$ cat config.mk
export PLATFORM = sky130hd
export DESIGN_NAME = ilr_regs
export DESIGN_NICKNAME = d
export VERILOG_FILES = /design/src/ilr_pkg.sv /design/src/ilr_weight_sum.sv /design/src/ilr_regs.sv
export SDC_FILE = /design/constraint.sdc
export NUM_CORES = 1
export LEC_CHECK = 0
export ABC_AREA = 1
export BUFFER_PORTS_ARGS = -buffer_cell sky130_fd_sc_hd__buf_2
export CAP_MARGIN = 20
export CORE_MARGIN = 5
export CORE_UTILIZATION = 51
export DETAILED_ROUTE_END_ITERATION = 8
export PLACE_DENSITY = 0.89
export SLEW_MARGIN = 20
export SYNTH_ARGS = -nofsm -noshare
export SYNTH_HDL_FRONTEND = slang
export SYNTH_SLANG_ARGS = --single-unit
$ cat constraint.sdc
create_clock -name i_mclk -period 3 [get_ports i_mclk]
set_input_delay 0.6 -clock i_mclk [delete_from_list [all_inputs] [get_ports i_mclk]]
set_output_delay 0.6 -clock i_mclk [all_outputs]
set_load 0.05 [all_outputs]
$ cat src/ilr_pkg.sv
// Package: register offsets, field layout, reset values and scaling for the input limit registers
package ilr_pkg;
    // Register indices (byte-wide command codes of the management bus)
    localparam logic [7:0] ILR_APPLIED_CAP_OFS = 8'h22;
    localparam logic [7:0] ILR_VIN_FLOOR_OFS = 8'h3d;
    localparam logic [7:0] ILR_HOST_CAP_OFS = 8'h3f;
    // Current field: bits 14..8, voltage field: bits 13..6
    localparam int ILR_CUR_LSB = 8;
    localparam int ILR_CUR_MSB = 14;
    localparam int ILR_VIN_LSB = 6;
    localparam int ILR_VIN_MSB = 13;
    localparam logic [6:0] ILR_HOST_CAP_RST = 7'h40;
    localparam logic [6:0] ILR_APPLIED_CAP_RST = 7'h00;
    // Reserved upper bits that must be written as zero
    localparam logic [15:0] ILR_CUR_RSV_HI = 16'h8000;
    localparam logic [15:0] ILR_VIN_RSV_HI = 16'hc000;
    // Scaling in mA and mV
    localparam logic [15:0] ILR_CUR_STEP_MA = 16'h0032;
    localparam logic [15:0] ILR_CUR_OFS_MA = 16'h0032;
    localparam logic [15:0] ILR_VIN_STEP_MV = 16'h0040;
    localparam logic [15:0] ILR_VIN_OFS_MV = 16'h0c80;
    localparam logic [15:0] ILR_VIN_DEFAULT_DROP_MV = 16'h0500;
endpackage : ilr_pkg

$ cat src/ilr_weight_sum.sv
// Weighted field decoder: sum of set-bit weights plus a fixed offset
`timescale 1ns/10ps
`default_nettype none
module ilr_weight_sum #(
    parameter int W = 7
) (
    input wire logic [W-1:0] i_code,
    input wire logic [15:0] i_lsb_weight,
    input wire logic [15:0] i_offset,
    output logic [15:0] o_value
);
    logic [15:0] part [W+1];
    assign part[0] = i_offset;
    // One adder per field bit, each bit weighing double the one below
    for (genvar g = 0; g < W; g++) begin : g_bit
        assign part[g+1] = part[g] + (i_code[g] ? 16'(i_lsb_weight << g) : 16'h0000);
    end
    assign o_value = part[W];
endmodule : ilr_weight_sum
`default_nettype wire

$ cat src/ilr_regs.sv
// Input current cap and input voltage floor register set with dynamic power management flag
// Operation
// [RULE1] Host cap is 7 bits, 50 mA weighting
// [RULE2] Host cap resets to top bit set
// [RULE3] Reserved high bit set means write refused
// [RULE4] Reserved low bits ignored, read zero
// [RULE5] Read-only register reports applied current cap
// [RULE6] Optimizer value applied, host register untouched
// [RULE7] Applied cap same field, read-only, resets zero
// [RULE8] Current code zero means 50 mA
// [RULE9] Voltage floor 8 bits, 64 mV weighting
// [RULE10] Voltage floor adds 3.2 V offset
// [RULE11] Unprogrammed floor is supply minus 1.28 V
// [RULE12] Below floor: enter power management, cut charge; the code only raises o_power_mgmt_active and has no charge path
// [RULE13] Host writes floor as one 16-bit word
// [RULE14] Adapter removal restores 3.3 A host cap; the code reloads code 0x40, which decodes to 3250 mA
// [RULE15] Effective limits update when write completes
`timescale 1ns/10ps
`default_nettype none
module ilr_regs
    import ilr_pkg::*;
(
    input wire logic i_mclk,
    input wire logic i_rst_n,
    input wire logic i_wr_en,
    input wire logic [7:0] i_wr_cmd,
    input wire logic [15:0] i_wr_data,
    input wire logic [7:0] i_rd_cmd,
    output logic [15:0] o_rd_data,
    output logic o_wr_invalid,
    input wire logic i_opt_valid,
    input wire logic [6:0] i_opt_code,
    input wire logic i_adapter_present,
    input wire logic [15:0] i_vsupply_noload_mv,
    input wire logic [15:0] i_vsupply_mv,
    output logic [15:0] o_current_cap_ma,
    output logic [15:0] o_vin_floor_mv,
    output logic o_power_mgmt_active
);
    logic [6:0] host_cap_r;
    logic [6:0] applied_cap_r;
    logic [7:0] vin_code_r;
    logic vin_set_r;
    logic adapter_r;
    logic [15:0] rd_data_r;
    logic invalid_r;
    logic [15:0] cap_ma_r;
    logic [15:0] floor_mv_r;
    logic pm_r;
    logic [15:0] cap_ma_nxt;
    logic [15:0] floor_prog_mv;
    logic [15:0] floor_mv_nxt;
    logic wr_host;
    logic wr_vin;
    logic host_ok;
    logic vin_ok;

    // Write decode; a one in a reserved high bit refuses the whole word
    assign wr_host = i_wr_en && (i_wr_cmd == ILR_HOST_CAP_OFS);
    assign wr_vin = i_wr_en && (i_wr_cmd == ILR_VIN_FLOOR_OFS);
    assign host_ok = (i_wr_data & ILR_CUR_RSV_HI) == 16'h0000; // [RULE3]
    assign vin_ok = (i_wr_data & ILR_VIN_RSV_HI) == 16'h0000; // [RULE3]

    // Adapter presence, registered to spot its falling edge
    always_ff @(posedge i_mclk) begin
        if (!i_rst_n) begin
            adapter_r <= 1'b0;
        end else begin
            adapter_r <= i_adapter_present;
        end
    end

    // Host cap; only bits 14..8 are stored, low byte dropped
    always_ff @(posedge i_mclk) begin
        if (!i_rst_n) begin
            host_cap_r <= ILR_HOST_CAP_RST; // [RULE2]
        end else if (adapter_r && !i_adapter_present) begin
            host_cap_r <= ILR_HOST_CAP_RST; // [RULE14]
        end else if (wr_host && host_ok) begin
            host_cap_r <= i_wr_data[ILR_CUR_MSB:ILR_CUR_LSB]; // [RULE1] [RULE4]
        end
    end

    // Applied cap takes each accepted host write, and a valid optimizer code wins; it keeps its value on adapter removal
    always_ff @(posedge i_mclk) begin
        if (!i_rst_n) begin
            applied_cap_r <= ILR_APPLIED_CAP_RST; // [RULE7]
        end else if (i_opt_valid) begin
            applied_cap_r <= i_opt_code; // [RULE6]
        end else if (wr_host && host_ok) begin
            applied_cap_r <= i_wr_data[ILR_CUR_MSB:ILR_CUR_LSB]; // [RULE5]
        end
    end

    // Voltage floor; vin_set_r marks that software has programmed it
    always_ff @(posedge i_mclk) begin
        if (!i_rst_n) begin
            vin_code_r <= 8'h00;
            vin_set_r <= 1'b0;
        end else if (wr_vin && vin_ok) begin
            vin_code_r <= i_wr_data[ILR_VIN_MSB:ILR_VIN_LSB]; // [RULE9] [RULE4] [RULE13]
            vin_set_r <= 1'b1;
        end
    end

    // Refused-write flag, one cycle per bad write
    always_ff @(posedge i_mclk) begin
        if (!i_rst_n) begin
            invalid_r <= 1'b0;
        end else begin
            invalid_r <= (wr_host && !host_ok) || (wr_vin && !vin_ok); // [RULE3]
        end
    end

    // Readback; registered so data stays stable for the bus shifter
    always_ff @(posedge i_mclk) begin
        if (!i_rst_n) begin
            rd_data_r <= 16'h0000;
        end else if (i_rd_cmd == ILR_HOST_CAP_OFS) begin
            rd_data_r <= {1'b0, host_cap_r, 8'h00}; // [RULE4]
        end else if (i_rd_cmd == ILR_APPLIED_CAP_OFS) begin
            rd_data_r <= {1'b0, applied_cap_r, 8'h00}; // [RULE5] [RULE7]
        end else if (i_rd_cmd == ILR_VIN_FLOOR_OFS) begin
            rd_data_r <= {2'b00, vin_code_r, 6'h00};
        end else begin
            rd_data_r <= 16'h0000;
        end
    end

    // Weighted decoders share one structure for current and voltage
    ilr_weight_sum #(.W(7)) u_cur (
        .i_code(applied_cap_r),
        .i_lsb_weight(ILR_CUR_STEP_MA),
        .i_offset(ILR_CUR_OFS_MA), // [RULE8]
        .o_value(cap_ma_nxt)
    );
    ilr_weight_sum #(.W(8)) u_vin (
        .i_code(vin_code_r),
        .i_lsb_weight(ILR_VIN_STEP_MV),
        .i_offset(ILR_VIN_OFS_MV), // [RULE10]
        .o_value(floor_prog_mv)
    );

    // Default floor tracks the unloaded supply; floored at zero to avoid wrap
    always_comb begin
        if (vin_set_r) begin
            floor_mv_nxt = floor_prog_mv;
        end else if (i_vsupply_noload_mv > ILR_VIN_DEFAULT_DROP_MV) begin
            floor_mv_nxt = i_vsupply_noload_mv - ILR_VIN_DEFAULT_DROP_MV; // [RULE11]
        end else begin
            floor_mv_nxt = 16'h0000;
        end
    end

    // Effective limits, one cycle after the write lands
    always_ff @(posedge i_mclk) begin
        if (!i_rst_n) begin
            cap_ma_r <= 16'h0000;
            floor_mv_r <= 16'h0000;
        end else begin
            cap_ma_r <= cap_ma_nxt; // [RULE15]
            floor_mv_r <= floor_mv_nxt; // [RULE15]
        end
    end

    // Power management when the supply sags below the floor
    always_ff @(posedge i_mclk) begin
        if (!i_rst_n) begin
            pm_r <= 1'b0;
        end else begin
            pm_r <= i_vsupply_mv < floor_mv_r; // [RULE12]
        end
    end

    assign o_rd_data = rd_data_r;
    assign o_wr_invalid = invalid_r;
    assign o_current_cap_ma = cap_ma_r;
    assign o_vin_floor_mv = floor_mv_r;
    assign o_power_mgmt_active = pm_r;

    a_host_reset: assert property (@(posedge i_mclk)
        !i_rst_n |=> host_cap_r == 7'h40) else $error("host cap reset wrong"); // [RULE2]
    a_rsv_refused: assert property (@(posedge i_mclk) disable iff (!i_rst_n)
        wr_host && i_wr_data[15] && !i_opt_valid && !(adapter_r && !i_adapter_present)
        |=> $stable(host_cap_r) && o_wr_invalid) else $error("reserved write taken"); // [RULE3]
    a_host_store: assert property (@(posedge i_mclk) disable iff (!i_rst_n)
        wr_host && host_ok && !(adapter_r && !i_adapter_present)
        |=> host_cap_r == $past(i_wr_data[14:8])) else $error("host cap not stored"); // [RULE1]
    a_low_zero: assert property (@(posedge i_mclk) disable iff (!i_rst_n)
        i_rd_cmd == 8'h3f |=> o_rd_data[7:0] == 8'h00 && !o_rd_data[15])
        else $error("reserved bits read nonzero"); // [RULE4]
    a_opt_apply: assert property (@(posedge i_mclk) disable iff (!i_rst_n)
        i_opt_valid && !wr_host && !(adapter_r && !i_adapter_present)
        |=> applied_cap_r == $past(i_opt_code) && $stable(host_cap_r))
        else $error("optimizer value not applied"); // [RULE6]
    a_cap_scale: assert property (@(posedge i_mclk) disable iff (!i_rst_n)
        ##1 1'b1 |-> o_current_cap_ma == 16'(50 + 50 * $past(applied_cap_r)))
        else $error("current cap scaling wrong"); // [RULE8]
    a_floor_scale: assert property (@(posedge i_mclk) disable iff (!i_rst_n)
        vin_set_r |=> o_vin_floor_mv == 16'(3200 + 64 * $past(vin_code_r)))
        else $error("voltage floor scaling wrong"); // [RULE10]
    a_adapter_gone: assert property (@(posedge i_mclk) disable iff (!i_rst_n)
        adapter_r && !i_adapter_present |=> host_cap_r == 7'h40)
        else $error("cap not restored on adapter removal"); // [RULE14]
    a_pm_enter: assert property (@(posedge i_mclk) disable iff (!i_rst_n)
        i_vsupply_mv < floor_mv_r |=> o_power_mgmt_active)
        else $error("power management not entered"); // [RULE12]
    // Guards for the floor register, the read-only cap and leaving power management
    a_applied_reset: assert property (@(posedge i_mclk)
        !i_rst_n |=> applied_cap_r == ILR_APPLIED_CAP_RST) else $error("applied cap reset wrong"); // [RULE7]
    a_applied_ro: assert property (@(posedge i_mclk) disable iff (!i_rst_n)
        i_wr_en && i_wr_cmd == ILR_APPLIED_CAP_OFS && !i_opt_valid |=> $stable(applied_cap_r))
        else $error("read-only cap written"); // [RULE7]
    a_vin_refused: assert property (@(posedge i_mclk) disable iff (!i_rst_n)
        wr_vin && !vin_ok |=> $stable(vin_code_r) && o_wr_invalid)
        else $error("reserved floor write taken"); // [RULE3]
    a_vin_store: assert property (@(posedge i_mclk) disable iff (!i_rst_n)
        wr_vin && vin_ok |=> vin_code_r == $past(i_wr_data[13:6]))
        else $error("floor code not stored"); // [RULE9]
    a_floor_default: assert property (@(posedge i_mclk) disable iff (!i_rst_n)
        !vin_set_r && i_vsupply_noload_mv > ILR_VIN_DEFAULT_DROP_MV
        |=> o_vin_floor_mv == 16'($past(i_vsupply_noload_mv) - ILR_VIN_DEFAULT_DROP_MV))
        else $error("default floor wrong"); // [RULE11]
    a_pm_exit: assert property (@(posedge i_mclk) disable iff (!i_rst_n)
        i_vsupply_mv >= floor_mv_r |=> !o_power_mgmt_active)
        else $error("power management not left"); // [RULE12]
endmodule : ilr_regs
`default_nettype wire

Yosys cells after proc, flatten, opt, wreduce, memory -nomap -nowiden:

Index checks and enable logic that the tools add are counted.

* bitwise gates (word level): 2
* equal/unequal tests: 5
* add/sub/neg operators: 16
* multiplexer cells: 22
* $lt $le $gt $ge: 2
* reduce and logical (&&, ||, !) cells: 17

Operators with widths (number)
* adder 16 bit: 8
* == test 8 x 6 -> 1 bit (second input constant): 5
* logical NOT 16 bit: 2
* two-way mux 16 bit: 2
* two-way mux 15 bit: 2
* two-way mux 14 bit: 2
* two-way mux 7 bit: 4
* two-way mux 12 bit: 2
* two-way mux 11 bit: 2
* two-way mux 10 bit: 2
* two-way mux 9 bit: 2
* adder 12 x 16 -> 16 bit (first input constant): 1
* adder 16 x 10 -> 16 bit: 1
* adder 16 x 11 -> 16 bit: 1
* adder 16 x 12 -> 16 bit: 1
* adder 16 x 13 -> 16 bit: 1
* adder 16 x 14 -> 16 bit: 1
* adder 6 x 16 -> 16 bit (first input constant): 1
* > comparator 16 x 11 -> 1 bit (second input constant): 1
* less-than comparator 16 bit: 1
* two-way mux 8 bit: 2
* subtractor 16 x 11 -> 16 bit (second input constant): 1
* two-way mux 13 bit: 1
* logical AND 1 bit: 7
* other kinds (8): 11

* bits of input ports: 76
* bits in registers: 74
* output and inout bits: 50
* word-level logic and storage cells: 76

Longest topological paths before layout:

Gate-level depths: netlist of the first run.

* depth after elaboration: 10
* depth in mapped cells: 14
* gate-level depth less buffers: 14

Cells and area by module:

A second synthesis of the first run with hierarchy kept.

* cells, all modules: 1373
* area, all modules: 9690.5 µm²

Modules (own cells, without submodules)
* ilr_weight_sum (u_vin): sequential area each 0.0 µm², area each 3378.2 µm², instances 1, cells each 480
* ilr_regs: sequential area each 1341.3 µm², area each 3268.1 µm², instances 1, cells each 461
* ilr_weight_sum (u_cur): sequential area each 0.0 µm², area each 3044.2 µm², instances 1, cells each 432

Worst setup path after synthesis of the first run:

OpenSTA, ideal clock, no wires.

* kind: register -> register
* from: register applied_cap_r[2]
* to: register cap_ma_r[10] (netlist: o_current_cap_ma[10])
* stages on the path, launching flop included: 11
* library setup time: 0.115 ns
* required time: 2.885 ns
* path buffers: 0
* period minus slack after synthesis: 2.321 ns
* arrival time: 2.206 ns
* path slack: 0.679 ns
* cells stage by stage: dfxtp_1 > inv_1 > fa_1 > inv_1 > ha_1 > ha_1 > nand2_1 > o21ai_0 > nand3_1 > a21oi_1 > nor2_1

* word-level cells in the longest chain between the ends: 6

Ends and longest elaborated chain
* from (decl): line ilr_regs.sv:41 `logic [6:0] applied_cap_r;`
* from (signal assigned): line ilr_regs.sv:89 `applied_cap_r <= i_opt_code;`
* from (signal assigned): line ilr_regs.sv:91 `applied_cap_r <= i_wr_data[ILR_CUR_MSB:ILR_CUR_LSB];`
* two-way mux 8 bit: line ilr_weight_sum.sv:16 `assign part[g+1] = part[g] + (i_code[g] ? 16'(i_lsb_weight << g) : 16'h0000);`
* adder 16 bit (2 in series): line ilr_weight_sum.sv:16
* adder 16 x 10 -> 16 bit: line ilr_weight_sum.sv:16
* adder 16 x 11 -> 16 bit: line ilr_weight_sum.sv:16
* adder 16 x 12 -> 16 bit: line ilr_weight_sum.sv:16
* to (signal assigned): line ilr_regs.sv:161 `cap_ma_r <= cap_ma_nxt;`
* to (decl): line ilr_regs.sv:47 `logic [15:0] cap_ma_r;`

Every way passes these cells.
A chain may end at the register's enable or synchronous reset.

Final worst setup path of the first run:

Same ends and word-level chain as after synthesis.

==> impl_metrics.csv, run 1 <==
group,metric,value,unit
outcome,status,"finished clean",
pwr,p_total,2.050,mW
clock_tree,clockBufferDepth,2,
global_routing,grt_pass1_vias,3401,
synthesis,synthArstFlopShare,0,%
routing,wl,9137,µm
layout,final_core_util,62.60,%
setup_path,cp_data_required_time,3.23,ns
synthesis,avgSynthCellArea,7.121,µm²
layout,layoutNonFillerInstCount,742,
timing,finalCritPeriodShare,88.94,%
synthesis,synth_xor_area_share,0.9247,%
global_routing,grtUsageTotal,20.41,%
timing,fmax,374.8,MHz
routing,ant_nets,0,
pwr,p_leak,2.403,nW
timing,rsz0062_at_grt,"false",
placement,gp_congestion,0.9170,
timing,final-max-slew-violation-count,0,
timing,finalSetupTns,0,ns
clock_tree,cts_setup_buffers,0,
global_routing,grt_pass1_wl,14690,µm
synthesis,synthFlopType,"dfxtp_1",
timing,final.min_clock_period,2.668,ns
die,die_h,96.19,µm
layout,drive_above_1_share,20.37,%
setup_path,crit_path_max_fanout,5,
synthesis,syn_area,0.003789,mm²
synthesis,synthAdderAreaFrac,14.13,%
synthesis,synth_compound_area_share,11.26,%
clock_tree,clock_latency,0.34,ns
clock_tree,numCtsBuffers,9,
setup_path,start_kind,"flip-flop",
clock_tree,ctsResizeCount,0,
timing,setup_viol,0,
setup_path,endpoint_kind,"flip-flop",
synthesis,ys_seq_area_share,33.82,%
die,core_area,0.007253,mm²
clock_tree,clkTransAtPathRegs,0.06,ns
die,start_util,52.23,%
global_routing,grt_overflow,0,
timing,hold_viol,0,
placement,dp_hpwl,7353,µm
global_routing,antenna_found_initial,0,
flow_run,drv_cap,0,
setup_path,critPathKind,"reg2reg",
synthesis,synth_top_family_by_area,"simple AND/OR/NAND/NOR gates",
routing,via_per_inst,5.034,
clock_tree,cts.sinks,64,
min_path,hold_class,"in2reg",
placement,dpl.cell_count,728,
layout,area_growth,19.85,%
clock_tree,clock_tree.htree_level_count,3,
pwr,peakVddDrop,0.2006,mV
timing,fin_worst_skew,0.003970,ns
die,die-area,0.009253,mm²
synthesis,ys_types,35,
synthesis,synthMuxAreaShare,0,%
pwr,p_per_area,451.6,mW/mm²
layout,finalNetCount,757,
routing,routedWlPerCell,12.31,µm
setup_path,arrival,2.90,ns
die,die_w,96.19,µm
clock_tree,cts_tree,"done",
synthesis,ys_ff_latch,64,
synthesis,yosys.area_share.simple,27.18,%
routing,dr.pass1.iters,6,
die,io_pins,126,
routing,drc,0,
routing,vias,3735,
global_routing,grt_max_degree,35,
synthesis,synth_edf_count,0,
timing,relSlewSlack,41.96,%
timing,setup_ws,0.3319,ns
clock_tree,hold_buffers,0,
timing,tightest_slew,0.8673,ns
synthesis,yosysWarnings,0,
placement,pre_cts_ws,0.4039,ns
placement,port_buffers,109,
synthesis,synth_cells,532,
die,num_rows,31,
routing,drt-initial-drc-count,213,
layout,num_antenna_cells,0,
clock_tree,root_buffer,"clkbuf_8",
-- cell usage in the layout, fill, tap and decap left out, types with 2 or more instances in the layout --
master      n
ha_1       38
nand4_1    12
buf_4       2
nor3_4      2
buf_2     109
o22ai_1     4
dfxtp_1    64
clkbuf_1    2
nor2_1     48
a21oi_1    41
and2_1      2
fa_1        3
conb_1     10
nand2_1   108
clkbuf_8   12
o21a_1      2
nor3_1      9
a21o_1      2
nand3_1    45
o21ai_0    23
inv_1      88
xor2_1      4
-- path summary, 6_finish.rpt --
path                      from  depth (start not counted)  slack (ns)                   end
max           applied_cap_r[2]                         10        0.33  o_current_cap_ma[10]
min          i_adapter_present                          3        0.46             adapter_r
max reg2reg   applied_cap_r[2]                         10        0.33  o_current_cap_ma[10]
min reg2reg      host_cap_r[3]                          2        0.47         host_cap_r[3]
-- metal layers --
metal	routed length, µm	global-route usage [%]	vias to the layer above
met5	0	0	-
met4	218	8.768	0
met1	3941	25.80	1612
met3	861	4.926	25
li1	-	-	1912
met2	4116	32.95	186
-- layout make-up --
| class | count | area (µm²) |
|---|---|---|
| fillers | 651 | 2713 |
| multi-input cells | 364 | 2064 |
| flip-flops and latches | 64 | 1281 |
| repair buffers | 111 | 560.5 |
| inverters | 90 | 337.8 |
| clock buffers | 14 | 172.7 |
| well taps | 99 | 123.9 |
-- per-stage QoR --
stage / hold WS, ns / cell area [µm²]
floorplan: 0.4397 / 3822
global placement: 0.4578 / 4368
detailed placement: 0.4633 / 4368
CTS: 0.4565 / 4541
global route: 0.4736 / 4541
finish: 0.4647 / 4541
-- state kept, by name, summed over array words and instances (netlist names) --
register	count
host_cap_r	7
applied_cap_r	7
vin_set_r	1
vin_code_r	8
adapter_r	1
o_rd_data	9
o_current_cap_ma	13
o_vin_floor_mv	16
o_wr_invalid	1
o_power_mgmt_active	1
-- cells by family (layout without fill, tap and decap cells) --
| logic type | count (synthesis) | count (layout) |
|---|---|---|
| buffers and inverters | 113 | 215 |
| adder cells (fa/ha/maj) | 41 | 41 |
| XOR/XNOR | 4 | 4 |
| AND/OR/NAND/NOR | 231 | 231 |
| flip-flops | 64 | 64 |
| other | 1 | 10 |
| AO/OA/AOI/OAI | 78 | 78 |
-- critical path: stages (launching register included) --
cell	delay, ns
dfxtp_1	0.39
inv_1	0.12
fa_1	0.56
inv_1	0.05
ha_1	0.29
ha_1	0.36
nand2_1	0.09
o21ai_0	0.34
nand3_1	0.16
a21oi_1	0.15
nor2_1	0.05
-- power by group --
| part | switching, mW | total (mW) | internal [mW] |
|---|---|---|---|
| logic | 0.346 | 0.498 | 0.151 |
| registers | 0.0180 | 0.908 | 0.890 |
| clock network | 0.286 | 0.645 | 0.359 |
| total | 0.651 | 2.05 | 1.40 |
-- synth_stat cells (4+ instances only) --
master | count | area share [%]
nand2_1 | 108 | 11
inv_1 | 88 | 8.7
dfxtp_1 | 64 | 34
nor2_1 | 48 | 4.8
nand3_1 | 45 | 5.9
a21oi_1 | 41 | 5.4
ha_1 | 38 | 13
o21ai_0 | 23 | 3.0
nand4_1 | 12 | 2.0
buf_4 | 10 | 2.0
nor3_1 | 9 | 1.2
buf_2 | 6 | 0.79
clkbuf_1 | 6 | 0.59
o22ai_1 | 4 | 0.66
xor2_1 | 4 | 0.92
(Power assumes the default switching activity.)
==> inputs of run 2 (changes only) <==
--- a/config.mk
+++ b/config.mk
@@ -5,13 +5,12 @@
 export SDC_FILE = /design/constraint.sdc
 export NUM_CORES = 1
 export LEC_CHECK = 0
-export ABC_AREA = 1
 export BUFFER_PORTS_ARGS = -buffer_cell sky130_fd_sc_hd__buf_2
 export CAP_MARGIN = 20
 export CORE_MARGIN = 5
-export CORE_UTILIZATION = 51
+export CORE_UTILIZATION = 50
 export DETAILED_ROUTE_END_ITERATION = 8
-export PLACE_DENSITY = 0.89
+export PLACE_DENSITY = 0.88
 export SLEW_MARGIN = 20
 export SYNTH_ARGS = -nofsm -noshare
 export SYNTH_HDL_FRONTEND = slang
==> impl_metrics.csv, run 2 <==
group,metric,value,unit
die,die_h,94.41,µm
timing,fin_worst_skew,0.007883,ns
synthesis,syn_area,0.003562,mm²
routing,routedWlPerCell,14.96,µm
timing,final.min_clock_period,2.825,ns
placement,placed_area,0.004136,mm²
routing,via_per_inst,5.339,
clock_tree,ctsResizeCount,0,
global_routing,grt_overflow,0,
routing,drc,0,
clock_tree,clock_tree.htree_level_count,3,
synthesis,synth_edf_count,0,
synthesis,avgSynthCellArea,9.301,µm²
synthesis,synthArstFlopShare,0,%
layout,final_common_cell,"buf_2",
timing,hold_viol,0,
placement,dpl.cell_count,578,
min_path,min_to,"o_vin_floor_mv[2]",
layout,drive_above_1_share,27.16,%
timing,fmax,354.0,MHz
global_routing,grt_pass1_wl,13970,µm
setup_path,slowest_stage,"fa_1",
timing,setup_viol,0,
setup_path,critPathMaxStageDelay,0.52,ns
layout,layoutNonFillerInstCount,593,
routing,drt-initial-drc-count,122,
setup_path,cp_data_required_time,3.21,ns
synthesis,synthFlopType,"dfxtp_1",
layout,final_cell_area,0.004357,mm²
min_path,hp-start,"i_vsupply_noload_mv[2]",
global_routing,antenna_found_initial,0,
setup_path,rr_worst_depth,9,
timing,finalSetupTns,0,ns
layout,num_antenna_cells,0,
min_path,hold_class,"in2reg",
clock_tree,clock_latency,0.34,ns
clock_tree,clockBufferDepth,2,
clock_tree,clkTransAtPathRegs,0.07,ns
setup_path,r2r_end,"o_current_cap_ma[12]",
synthesis,synth_area_leaders,"dfxtp_1, ha_1, mux2i_1, inv_1, nor2_1",
timing,finalCritPeriodShare,94.16,%
layout,area_growth,22.30,%
clock_tree,cts_setup_buffers,0,
pwr,peakVddDrop,0.3885,mV
layout,largest_reg_flops,16,
min_path,worstHoldPathCells,2,
synthesis,ys_types,57,
layout,final_cell_mix,"buf_2, dfxtp_1, inv_1",
global_routing,grt_pass1_vias,3094,
setup_path,critPathKind,"reg2reg",
die,num_rows,30,
die,core_area,0.006869,mm²
die,io_pins,126,
die,die_w,94.41,µm
clock_tree,numCtsBuffers,9,
timing,relSlewSlack,59.70,%
routing,vias,3166,
routing,wl,8871,µm
timing,final-max-slew-violation-count,0,
synthesis,yosysMostFrequentCell,"dfxtp_1",
setup_path,crit_path_max_fanout,4,
routing,dr.pass1.iters,4,
timing,timing.hold.ws,0.4742,ns
clock_tree,root_buffer,"clkbuf_8",
setup_path,r2r-start,"applied_cap_r[2]",
synthesis,synth_top_area_share,35.97,%
setup_path,reg2reg_slack,0.18,ns
placement,port_buffers,109,
pwr,p_per_area,529.7,mW/mm²
clock_tree,cts.sinks,64,
clock_tree,cts_tree,"done",
global_routing,grtUsageTotal,19.91,%
die,start_util,51.86,%
routing,ant_nets,0,
placement,dp_hpwl,6970,µm
synthesis,synth_cells,383,
synthesis,netlist.top_cell.by_area,"dfxtp_1",
setup_path,arrival,3.04,ns
clock_tree,hold_buffers,0,
global_routing,grt_max_degree,31,
setup_path,start_kind,"flip-flop",
timing,tightest_slew,0.6005,ns
synthesis,synth_common_cells,"dfxtp_1, inv_1, ha_1",
timing,rsz0062_at_grt,"false",
layout,fillCellCount,583,
synthesis,yosysWarnings,0,
outcome,status,"finished clean",
setup_path,crit_family,"adder cells",
setup_path,crit_buf_inv,2,
layout,finalNetCount,610,
die,die-area,0.008912,mm²
placement,gp_congestion,0.8523,
setup_path,endpoint_kind,"flip-flop",
synthesis,ys_seq_area_share,35.97,%
pwr,p_leak,2.120,nW
flow_run,drv_cap,0,
synthesis,ys_ff_latch,64,
setup_path,crit_chain,"inv_1, fa_1, inv_1, ha_1, ha_1, nor4bb_1, o211ai_1, nand4_1, o211ai_1",
==> run 2: changes by cell type after synthesis, moves of 5 or more <==
| cell | previous run | this run |
|---|---|---|
| buf_2 | 6 | 1 |
| and2_1 | 2 | 11 |
| nand3_1 | 45 | 6 |
| a21oi_1 | 41 | 18 |
| mux2_2 | 0 | 5 |
| nor2_1 | 48 | 33 |
| inv_1 | 88 | 39 |
| o21ai_0 | 23 | 14 |
| nand2_1 | 108 | 9 |
| mux2i_1 | 0 | 25 |
| nand4_1 | 12 | 4 |
==> run 2: per-stage QoR <==
step	utilization (%)	worst slack, ns	power [mW]
finish	63.42	0.1751	2.308
global route	63.42	0.04989	2.413
CTS	63.42	0.1839	2.315
detailed placement	60.22	0.2171	1.494
global placement	60.22	0.3079	1.469
floorplan	-	0.5437	1.349
==> run 2: cell type report <==
class | instances | area (µm²) | area share (%)
inverters | 40 | 150.1 | 3.446
clock buffers | 12 | 155.1 | 3.561
repair buffers | 111 | 560.5 | 12.87
multi-input cells | 267 | 2024 | 46.47
flip-flops and latches | 64 | 1281 | 29.41
clock inverters | 3 | 65.06 | 1.493
well taps | 96 | 120.1 | 2.757
==> run 2: how the worst max path moves through the flow <==
stage | cells after the start | slack, ns | end | from
after global placement | 9 | 0.31 | o_current_cap_ma[10] | applied_cap_r[1]
after floorplan | 9 | 0.54 | o_current_cap_ma[10] | applied_cap_r[1]
after global routing | 9 | 0.05 | o_current_cap_ma[12] | applied_cap_r[2]
after CTS | 9 | 0.18 | o_current_cap_ma[10] | applied_cap_r[2]
final | 9 | 0.18 | o_current_cap_ma[12] | applied_cap_r[2]
after detailed placement | 9 | 0.22 | o_current_cap_ma[12] | applied_cap_r[2]
==> run 2: cells by family after synthesis <==
| logic type | synth area share, % |
|---|---|
| DFF | 35.97 |
| xor gates and xnor gates | 2.705 |
| adders and majority gates | 15.03 |
| other | 0.1053 |
| muxes | 8.605 |
| buffers and inverters | 8.149 |
| AOI/OAI and AO/OA | 12.93 |
| and+or+nand+nor | 16.51 |
==> run 2: layer usage <==
layer  part of all wire (%)  vias to the layer above  GRT usage (%)
met4                    1.6                        0          6.859
li1                       -                     1540              -
met2                     50                      115          35.22
met5                      0                        -              0
met3                    6.8                       16          4.064
met1                     42                     1495          23.93
==> run 2: report_power, final <==
group	internal, mW	leakage (nW)	switching [mW]
Combinational	0.188	1.48	0.373
Sequential	0.897	0.525	0.0221
Clock	0.508	0.112	0.320
==> inputs of run 3 (changes only) <==
==> constraint.sdc (replaced) <==
create_clock -name i_mclk -period 2.8 [get_ports i_mclk]
set_input_delay 0.56 -clock i_mclk [delete_from_list [all_inputs] [get_ports i_mclk]]
set_output_delay 0.56 -clock i_mclk [all_outputs]
set_load 0.05 [all_outputs]
==> impl_metrics.csv, run 3 (synthesis results as in run 2) <==
group,metric,value,unit
setup_path,reg2reg_slack,0.18,ns
clock_tree,numCtsBuffers,9,
timing,final-max-slew-violation-count,0,
routing,vias,3195,
global_routing,grtUsageTotal,20.99,%
global_routing,grt_pass1_wl,14680,µm
layout,largest_reg_flops,16,
timing,fin_worst_skew,0.006831,ns
min_path,min_to,"o_vin_floor_mv[0]",
global_routing,grt_pass1_vias,3168,
setup_path,r2r_end,"o_current_cap_ma[10]",
layout,num_antenna_cells,0,
clock_tree,cts.sinks,64,
timing,finalCritPeriodShare,93.74,%
clock_tree,hold_buffers,0,
routing,via_per_inst,5.352,
min_path,hold_class,"in2reg",
routing,dr.pass1.iters,5,
global_routing,grt_overflow,0,
placement,pre_cts_ws,0.1613,ns
pwr,p_per_area,529.4,mW/mm²
min_path,hp-start,"i_vsupply_noload_mv[0]",
clock_tree,clock_latency,0.35,ns
layout,seqCellArea,0.001284,mm²
layout,final_core_util,63.46,%
layout,layoutNonFillerInstCount,597,
layout,final_cell_area,0.004359,mm²
routing,ant_nets,0,
min_path,worstHoldPathCells,2,
outcome,status,"finished clean",
setup_path,rr_worst_depth,10,
pwr,p_leak,2.121,nW
clock_tree,clockBufferDepth,2,
clock_tree,cts_tree,"done",
placement,gp_congestion,0.8563,
setup_path,start_kind,"flip-flop",
setup_path,critPathMaxStageDelay,0.54,ns
placement,dpl.cell_count,582,
timing,relSlewSlack,59.19,%
timing,tightest_slew,0.6081,ns
placement,placed_area,0.004167,mm²
setup_path,cp_data_required_time,3.02,ns
layout,final_common_cell,"buf_2",
die,die_w,94.41,µm
layout,area_growth,22.37,%
layout,multiInputGateArea,0.002042,mm²
die,die_h,94.41,µm
setup_path,slowest_stage,"fa_1",
layout,drive_above_1_share,28.74,%
placement,port_buffers,109,
setup_path,critPathKind,"reg2reg",
die,die-area,0.008912,mm²
setup_path,endpoint_kind,"flip-flop",
timing,setup_ws,0.1753,ns
global_routing,grt_max_degree,31,
layout,finalNetCount,614,
setup_path,crit_family,"adder cells",
die,num_rows,30,
layout,final_cell_mix,"buf_2, dfxtp_1, inv_1",
placement,dp_hpwl,7011,µm
timing,final.min_clock_period,2.625,ns
routing,drc,0,
pwr,peakVddDrop,0.3506,mV
setup_path,crit_path_max_fanout,4,
timing,timing.hold.ws,0.4265,ns
clock_tree,clock_tree.htree_level_count,3,
timing,hold_viol,0,
timing,fmax,381.0,MHz
die,core_area,0.006869,mm²
clock_tree,ctsResizeCount,0,
setup_path,r2r-start,"applied_cap_r[1]",
layout,fillCellCount,573,
timing,setup_viol,0,
clock_tree,root_buffer,"clkbuf_8",
timing,rsz0062_at_grt,"false",
clock_tree,clkTransAtPathRegs,0.07,ns
setup_path,crit_chain,"inv_1, fa_1, inv_1, ha_1, ha_1, nor4bb_2, buf_4, o2111a_1, nor3_1, nor3_2",
global_routing,antenna_found_initial,0,
setup_path,crit_buf_inv,3,
flow_run,drv_cap,0,
timing,finalSetupTns,0,ns
die,io_pins,126,
pwr,p_total,2.308,mW
clock_tree,cts_setup_buffers,0,
routing,routedWlPerCell,15.34,µm
routing,wl,9157,µm
setup_path,arrival,2.84,ns
routing,drt-initial-drc-count,182,
die,start_util,51.86,%
run 3: cell count changes in the layout (fill, tap and decap cells not counted), moves of 2 or more:
cell       previous run  this run
dfxtp_1              64        62
dfxtp_2               0         2
buf_4                 2         6
bufinv_16             2         0
run 3: cell type report:
type | instances | area share (%)
clock buffer | 12 | 3.559
clock inverter | 3 | 0.4018
inverter | 40 | 3.444
multi-input combinational | 267 | 46.84
sequential | 64 | 29.45
tap | 96 | 2.755
timing repair buffer | 115 | 13.55
run 3: worst max path at each step:
stage | startpoint | to | slack (ns) | cells after the start
after global routing | applied_cap_r[1] | o_current_cap_ma[10] | 0.05 | 10
after CTS | applied_cap_r[5] | o_current_cap_ma[10] | 0.13 | 10
after floorplan | applied_cap_r[1] | o_current_cap_ma[10] | 0.34 | 9
final | applied_cap_r[1] | o_current_cap_ma[10] | 0.18 | 10
after global placement | applied_cap_r[6] | o_current_cap_ma[11] | 0.28 | 9
after detailed placement | applied_cap_r[6] | o_current_cap_ma[11] | 0.16 | 9
run 3: per-layer routing:
| layer | global-route usage, % | wire length (µm) | up-vias |
|---|---|---|---|
| met5 | 0 | 0 | - |
| met4 | 5.415 | 116 | 0 |
| met3 | 5.817 | 754 | 13 |
| met2 | 37.47 | 4665 | 146 |
| met1 | 24.75 | 3621 | 1478 |
| li1 | - | - | 1558 |
run 3: power by group:
group | internal (mW) | switching, mW
logic | 0.208 | 0.407
registers | 0.961 | 0.0209
clock network | 0.362 | 0.349
total | 1.53 | 0.778
